<file path="config.mk">
export PLATFORM = sky130hd
export DESIGN_NAME = led_sink_level_registers
export DESIGN_NICKNAME = d
export VERILOG_FILES = /design/src/verilog/led_level_pkg.sv /design/src/verilog/led_sink_level_registers.sv /design/src/verilog/sink_level_select.sv
export VERILOG_INCLUDE_DIRS = /design/src /design/src/verilog
export SDC_FILE = /design/constraint.sdc
export NUM_CORES = 1
export LEC_CHECK = 0
export ABC_CLOCK_PERIOD_IN_PS = 1500
export CORE_UTILIZATION = 40
export CTS_CLUSTER_SIZE = 25
export DETAILED_ROUTE_END_ITERATION = 10
export DONT_BUFFER_PORTS = 1
export GPL_TIMING_DRIVEN = 0
export SKIP_CTS_REPAIR_TIMING = 1
export SYNTH_ARGS = -nofsm -noshare
export SYNTH_HDL_FRONTEND = slang
export SYNTH_HIERARCHICAL = 1
export SYNTH_SLANG_ARGS = --single-unit
</file>
<file path="constraint.sdc">
create_clock -name clk -period 1.5 [get_ports clk]
set_input_delay 0.45 -clock clk [delete_from_list [all_inputs] [get_ports clk]]
set_output_delay 0.45 -clock clk [all_outputs]
set_load 0.01 [all_outputs]
</file>
<file path="src/verilog/led_level_consts.svh">
// Register offsets, field positions and reset values for the LED sink level bank
`ifndef LED_LEVEL_CONSTS_SVH
`define LED_LEVEL_CONSTS_SVH
`define GROUP_LEVEL_OFFSET 8'h28
`define CH2_LEVEL_OFFSET 8'h29
`define CH3_LEVEL_OFFSET 8'h2a
`define GROUP_SELECT_BIT 7
`define LEVEL_CODE_MSB 5
`define LEVEL_CODE_RESET 6'h00
`define LEVEL_CODE_ZERO 6'h00
`define REG_READ_ZERO 8'h00
`define GROUP_SELECT_RESET 1'h0
`define SINK_OFF 1'h0
`endif

</file>
<file path="src/verilog/led_level_pkg.sv">
// Types shared by the LED sink level bank
package led_level_pkg;
  typedef logic [5:0] level_code_t;
  typedef logic [7:0] reg_byte_t;
endpackage

</file>
<file path="src/verilog/led_sink_level_registers.sv">
// Level code register bank for the grouped backlight and LED sink channels 2 and 3
// Function
// - The group level register keeps a 6-bit group level code in bits 5 to 0.
// - A channel in the backlight group takes the group level code as its level.
// - Bit 7 of the channel-2 register puts channel 2 in the group when 1, solo when 0.
// - Bit 7 of the channel-3 register puts channel 3 in the group when 1, solo when 0.
// - Bits 5 to 0 of the channel-2 register are its solo level code.
// - Channel 2's solo code is ignored in the group but kept and readable.
// - Channel 3's solo code in bits 5 to 0 is ignored while it is in the group.
// - Each 6-bit code picks one of 64 square-law steps, 0 is off and all ones full scale.
// - The group enable turns the whole backlight group on or off.
// - A solo enable switches its sink but has no effect while in the group.
`include "led_level_consts.svh"
module led_sink_level_registers (
  input wire logic clk,
  input wire logic rst_n,
  input wire logic reg_wr,
  input wire logic [7:0] reg_addr,
  input wire led_level_pkg::reg_byte_t reg_wdata,
  output led_level_pkg::reg_byte_t reg_rdata,
  input wire logic group_enable,
  input wire logic ch2_solo_enable,
  input wire logic ch3_solo_enable,
  output led_level_pkg::level_code_t group_sink_code,
  output logic group_sink_on,
  output led_level_pkg::level_code_t ch2_sink_code,
  output logic ch2_sink_on,
  output led_level_pkg::level_code_t ch3_sink_code,
  output logic ch3_sink_on
);
  // Stored fields: level codes and group selects
  led_level_pkg::level_code_t group_level_code_reg, group_level_code_next;
  led_level_pkg::level_code_t ch2_solo_level_code_reg, ch2_solo_level_code_next;
  led_level_pkg::level_code_t ch3_solo_level_code_reg, ch3_solo_level_code_next;
  logic ch2_group_select_reg, ch2_group_select_next;
  logic ch3_group_select_reg, ch3_group_select_next;
  // Registered readback byte
  led_level_pkg::reg_byte_t reg_rdata_reg, reg_rdata_next;
  // Registered drive for each sink
  led_level_pkg::level_code_t grp_code_reg, grp_code_next;
  logic grp_on_reg, grp_on_next;
  led_level_pkg::level_code_t c2_code_reg, c2_code_next;
  logic c2_on_reg, c2_on_next;
  led_level_pkg::level_code_t c3_code_reg, c3_code_next;
  logic c3_on_reg, c3_on_next;
  // Address decode and per-channel selection
  logic [2:0] reg_hit, wr_hit;
  led_level_pkg::level_code_t c2_sel_code, c3_sel_code;
  logic c2_sel_on, c3_sel_on;

  // One-hot decode of the level registers; any other address hits nothing
  function automatic logic [2:0] decode_reg(input logic [7:0] addr);
    case (addr)
      `GROUP_LEVEL_OFFSET: decode_reg = 3'h1;
      `CH2_LEVEL_OFFSET: decode_reg = 3'h2;
      `CH3_LEVEL_OFFSET: decode_reg = 3'h4;
      default: decode_reg = 3'h0;
    endcase
  endfunction

  // Packs a channel register for readback; bit 6 always zero
  function automatic led_level_pkg::reg_byte_t pack_channel(
    input logic sel, input led_level_pkg::level_code_t code);
    pack_channel = {sel, 1'h0, code};
  endfunction

  // Packs the group register; bits 7 to 6 always zero
  function automatic led_level_pkg::reg_byte_t pack_group(
    input led_level_pkg::level_code_t code);
    pack_group = {2'h0, code};
  endfunction

  // Zero code while off, so a dark sink never holds a stale level
  function automatic led_level_pkg::level_code_t gate_code(
    input logic on, input led_level_pkg::level_code_t code);
    gate_code = on ? code : `LEVEL_CODE_ZERO;
  endfunction

  // Decode once; the write path also needs the strobe
  always_comb begin
    reg_hit = decode_reg(reg_addr);
    wr_hit = reg_wr ? reg_hit : 3'h0;
  end

  // Register writes; only defined fields are stored, the rest is dropped
  always_comb begin
    group_level_code_next = group_level_code_reg;
    ch2_solo_level_code_next = ch2_solo_level_code_reg;
    ch3_solo_level_code_next = ch3_solo_level_code_reg;
    ch2_group_select_next = ch2_group_select_reg;
    ch3_group_select_next = ch3_group_select_reg;
    if (wr_hit[0]) begin
      group_level_code_next = reg_wdata[`LEVEL_CODE_MSB:0];
    end
    if (wr_hit[1]) begin
      ch2_group_select_next = reg_wdata[`GROUP_SELECT_BIT];
      ch2_solo_level_code_next = reg_wdata[`LEVEL_CODE_MSB:0];
    end
    if (wr_hit[2]) begin
      ch3_group_select_next = reg_wdata[`GROUP_SELECT_BIT];
      ch3_solo_level_code_next = reg_wdata[`LEVEL_CODE_MSB:0];
    end
  end

  // Settings registers; sync reset leaves every sink at zero and solo
  always_ff @(posedge clk) begin
    if (!rst_n) begin
      group_level_code_reg <= `LEVEL_CODE_RESET;
      ch2_solo_level_code_reg <= `LEVEL_CODE_RESET;
      ch3_solo_level_code_reg <= `LEVEL_CODE_RESET;
      ch2_group_select_reg <= `GROUP_SELECT_RESET;
      ch3_group_select_reg <= `GROUP_SELECT_RESET;
    end else begin
      group_level_code_reg <= group_level_code_next;
      ch2_solo_level_code_reg <= ch2_solo_level_code_next;
      ch3_solo_level_code_reg <= ch3_solo_level_code_next;
      ch2_group_select_reg <= ch2_group_select_next;
      ch3_group_select_reg <= ch3_group_select_next;
    end
  end

  // Readback keeps solo codes visible even while a channel is in the group
  always_comb begin
    reg_rdata_next = `REG_READ_ZERO;
    if (reg_hit[0]) begin
      reg_rdata_next = pack_group(group_level_code_reg);
    end
    if (reg_hit[1]) begin
      reg_rdata_next = pack_channel(ch2_group_select_reg, ch2_solo_level_code_reg);
    end
    if (reg_hit[2]) begin
      reg_rdata_next = pack_channel(ch3_group_select_reg, ch3_solo_level_code_reg);
    end
  end

  // Read data register; reads have no strobe, so it simply tracks the address
  always_ff @(posedge clk) begin
    if (!rst_n) begin
      reg_rdata_reg <= `REG_READ_ZERO;
    end else begin
      reg_rdata_reg <= reg_rdata_next;
    end
  end

  // Per-channel code choice, shared with the group code
  sink_level_select u_ch2 (
    .group_select(ch2_group_select_reg),
    .group_enable(group_enable),
    .solo_enable(ch2_solo_enable),
    .group_code(group_level_code_reg),
    .solo_code(ch2_solo_level_code_reg),
    .sink_code(c2_sel_code),
    .sink_on(c2_sel_on)
  );
  sink_level_select u_ch3 (
    .group_select(ch3_group_select_reg),
    .group_enable(group_enable),
    .solo_enable(ch3_solo_enable),
    .group_code(group_level_code_reg),
    .solo_code(ch3_solo_level_code_reg),
    .sink_code(c3_sel_code),
    .sink_on(c3_sel_on)
  );

  // Group sink drive follows the group enable one edge later
  always_comb begin
    grp_on_next = group_enable;
    grp_code_next = gate_code(group_enable, group_level_code_reg);
  end

  // Group sink registers; registering keeps decode glitches off the analog side
  always_ff @(posedge clk) begin
    if (!rst_n) begin
      grp_on_reg <= `SINK_OFF;
      grp_code_reg <= `LEVEL_CODE_ZERO;
    end else begin
      grp_on_reg <= grp_on_next;
      grp_code_reg <= grp_code_next;
    end
  end

  // Channel 2 sink drive; member or solo choice made by the selector
  always_comb begin
    c2_on_next = c2_sel_on;
    c2_code_next = gate_code(c2_sel_on, c2_sel_code);
  end

  // Channel 2 sink registers
  always_ff @(posedge clk) begin
    if (!rst_n) begin
      c2_on_reg <= `SINK_OFF;
      c2_code_reg <= `LEVEL_CODE_ZERO;
    end else begin
      c2_on_reg <= c2_on_next;
      c2_code_reg <= c2_code_next;
    end
  end

  // Channel 3 sink drive; member or solo choice made by the selector
  always_comb begin
    c3_on_next = c3_sel_on;
    c3_code_next = gate_code(c3_sel_on, c3_sel_code);
  end

  // Channel 3 sink registers
  always_ff @(posedge clk) begin
    if (!rst_n) begin
      c3_on_reg <= `SINK_OFF;
      c3_code_reg <= `LEVEL_CODE_ZERO;
    end else begin
      c3_on_reg <= c3_on_next;
      c3_code_reg <= c3_code_next;
    end
  end

  // Outputs come straight from the readback and drive registers
  assign reg_rdata = reg_rdata_reg;
  assign group_sink_code = grp_code_reg;
  assign group_sink_on = grp_on_reg;
  assign ch2_sink_code = c2_code_reg;
  assign ch2_sink_on = c2_on_reg;
  assign ch3_sink_code = c3_code_reg;
  assign ch3_sink_on = c3_on_reg;
endmodule

</file>
<file path="src/verilog/sink_level_select.sv">
// Picks the level code that drives one sink channel
module sink_level_select (
  input wire logic group_select,
  input wire logic group_enable,
  input wire logic solo_enable,
  input wire led_level_pkg::level_code_t group_code,
  input wire led_level_pkg::level_code_t solo_code,
  output led_level_pkg::level_code_t sink_code,
  output logic sink_on
);
  // Group members follow the shared code; solo code and enable then ignored
  always_comb begin
    if (group_select) begin
      sink_code = group_code;
      sink_on = group_enable;
    end else begin
      sink_code = solo_code;
      sink_on = solo_enable;
    end
  end
endmodule

</file>
==> qor.csv <==
stage,metric,value,unit
outcome,status,finished clean,
sta,layout_min_cycle_time,1.21,ns
floorplan,core,4720,µm²
critical_path,setup.worst_path.start_class,flip-flop,
routing,vias_per_cell,5.09,
placed_design,portBuffers,0,
final_layout,areaGrowthSynthToFinish,10.1,%
hold_path,holdPathStages,1,
grt,antenna_found_initial,0,
logic_synthesis,ys_warn_count,6,
logic_synthesis,avgSynthCellArea,11.5,µm²
routing,drtIter0Drc,41,
logic_synthesis,synth.distinct_cells,21,
power,seqPwrFrac,0.553,
sta,tightestPinTransition,0.535,ns
routing,antenna_left,0,
grt,grt.overflow.total,0,
final_layout,fillers,420,
sta,skew,0.0101,ns
clock_network,cts_buffer_depth,2,
routing,vias,1252,
logic_synthesis,netlist_instances,171,
final_layout,regArea,961,µm²
grt,grt_pass1_wl,6410,µm
clock_network,clk_pin_slew_worst_paths,0.09,ns
routing,routed_wl,4010,µm
placed_design,placed_cells,238,
power,pwr-share-comb,0.043,
sta,fin_crit_sh,0.806,
sta,max_slew_margin,0.643,
critical_path,r2r_end,ch3_sink_code[3]$_SDFF_PN0_,
final_layout,final_common_cell,dfxtp_1,
placed_design,place_area,2050,µm²
placed_design,place.gp.congestion,0.755,
hold_path,hold_start,group_enable,
clock_network,cts_htree_levels,2,
logic_synthesis,synth_top_area_share,0.489,
grt,grt_pass1_vias,1273,
routing,wl_per_cell,16.3,µm
critical_path,reg2reg_slack,0.29,ns
logic_synthesis,synth_seq_cells,48,
logic_synthesis,yosys.area.top_type,dfxtp_1,
critical_path,worst_setup_path_end_kind,flip-flop,
final_layout,multi_input_area,911,µm²
critical_path,cp_max_fo,7,
final_layout,mostFrequentLayoutCells,"48 x dfxtp_1, 27 x nand2_1, 26 x mux2i_1, 18 x and3_1, 14 x mux2_4",
hold_path,min_path_type,in -> reg,
floorplan,die_h,72.1,µm
power,cellPowerDensity,1070,nW/µm²
clock_network,cts_tree,done,
placed_design,hpwl,2940,µm
grt,grtUsageTotal,0.166,
power,p_sw,499,µW
power,swShare,0.215,
logic_synthesis,netlist_top_cells_area,"dfxtp_1 49%, mux2i_1 13%, mux2_4 11%",
floorplan,start_util,0.416,
floorplan,rows,25,
hold_path,hold_end,group_sink_on$_SDFF_PN0_,
sta,tns,0,ns
final_layout,largest_reg_flops,7,
critical_path,reg2regPathDepth,3,
floorplan,io_pins,51,
floorplan,die-area,5200,µm²
sta,timing_hold_violations_final,0,
sta,drv_slew,0,
critical_path,cp_data_arrival_time,1.40,ns
final_layout,drive_gt1_frac,0.201,
clock_network,cts.sink_count,48,
routing,drcViolationCount,0,
sta,fmax,827,MHz
clock_network,numCtsBuffers,5,
power,internal_power,1.82,mW
logic_synthesis,synthesis.nets,193,
grt,grt_start_max_net_pins,17,
run,drv_cap,0,
final_layout,fin_nets,200,
clock_network,clkLatencyLatePin,0.30,ns
critical_path,r2r-start,ch3_group_select_reg$_SDFFE_PN0P_,
critical_path,worstSetupPathType,reg -> reg,
final_layout,finalNonFillerCells,246,
power,leakage,1.01,nW
clock_network,cts-root-buf,clkbuf_8,
sta,setup_viol_count_final,0,
logic_synthesis,syn_area,1960,µm²
floorplan,dieWidth,72.1,µm
logic_synthesis,ys_seq_area_frac,0.489,
sta,whs,0.270,ns
final_layout,final_area,2160,µm²
power,pwr-share-clk,0.404,
final_layout,insertedDiodeCount,0,
critical_path,required,1.69,ns
sta,grt_setup_unrepaired,false,
power,peakVddDrop,0.449,mV
routing,drtPass1Iterations,4,
cells in the mapped netlist (all sizes together):
master,instances
mux2,14
conb,1
mux2i,26
and3,18
nor2,9
clkbuf,4
nor2b,1
a2bb2oi,6
a22oi,1
and2,3
nand3,1
buf,7
nand2,27
and4bb,1
dfxtp,48
and2b,1
nand4,3
worst max path at each step:
stage,slack [ns],end,cells past startpoint,startpoint
after floorplan,0.22,ch2_group_select_reg$_SDFFE_PN0P_,3,reg_addr[4]
after global placement,0.09,reg_rdata[5]$_SDFF_PN0_,3,reg_addr[4]
after detailed placement,0.03,ch2_solo_level_code_reg[5]$_SDFFE_PN0P_,4,rst_n
after CTS,0.30,ch3_sink_code[3]$_SDFF_PN0_,3,ch3_group_select_reg$_SDFFE_PN0P_
after global routing,0.26,group_level_code_reg[5]$_SDFFE_PN0P_,4,rst_n
final,0.29,ch3_sink_code[3]$_SDFF_PN0_,3,ch3_group_select_reg$_SDFFE_PN0P_
stage by stage:
stage | utilization | power, mW | setup WS (ns)
floorplan | - | 1.39 | 0.220
global placement | 0.434 | 1.41 | 0.0878
detailed placement | 0.434 | 1.41 | 0.0303
CTS | 0.458 | 2.34 | 0.298
global route | 0.458 | 2.41 | 0.265
finish | 0.458 | 2.32 | 0.291
worst max-delay path: stages (launching register included):
cell	delay (ns)
dfxtp_1	0.39
buf_6	0.18
mux2_4	0.35
and3_1	0.17
cell type report:
class                           instances  share of cell area
Clock buffer                            5              0.0318
Sequential cell                        48               0.444
Clock inverter                          3              0.0214
Multi-Input combinational cell        112               0.421
Buffer                                 11              0.0428
Tap cell                               67              0.0388
kinds of logic (layout without fill, tap and decap cells):
logic type	Yosys count	count (layout)	synth area share
other	1	1	0.00191
buffers and inverters	11	19	0.0471
muxes	40	40	0.239
AOI/OAI and AO/OA	7	7	0.0306
DFF	48	48	0.489
and+or+nand+nor	64	64	0.192
metal layers:
metal | track usage | vias up | wire [µm]
met5 | 0 | - | 0
met4 | 0.0588 | 0 | 46
met3 | 0.0500 | 4 | 187
met2 | 0.302 | 34 | 2080
met1 | 0.183 | 609 | 1700
li1 | - | 605 | -
power by group through the flow:
stage	clock (mW)	sequential (mW)	combinational [mW]
CTS	0.960	1.28	0.101
global placement	0	1.31	0.0977
floorplan	0	1.31	0.0788
global route	1.02	1.28	0.108
detailed placement	0	1.31	0.101
finish	0.937	1.28	0.100
(Power assumes the default switching activity.)
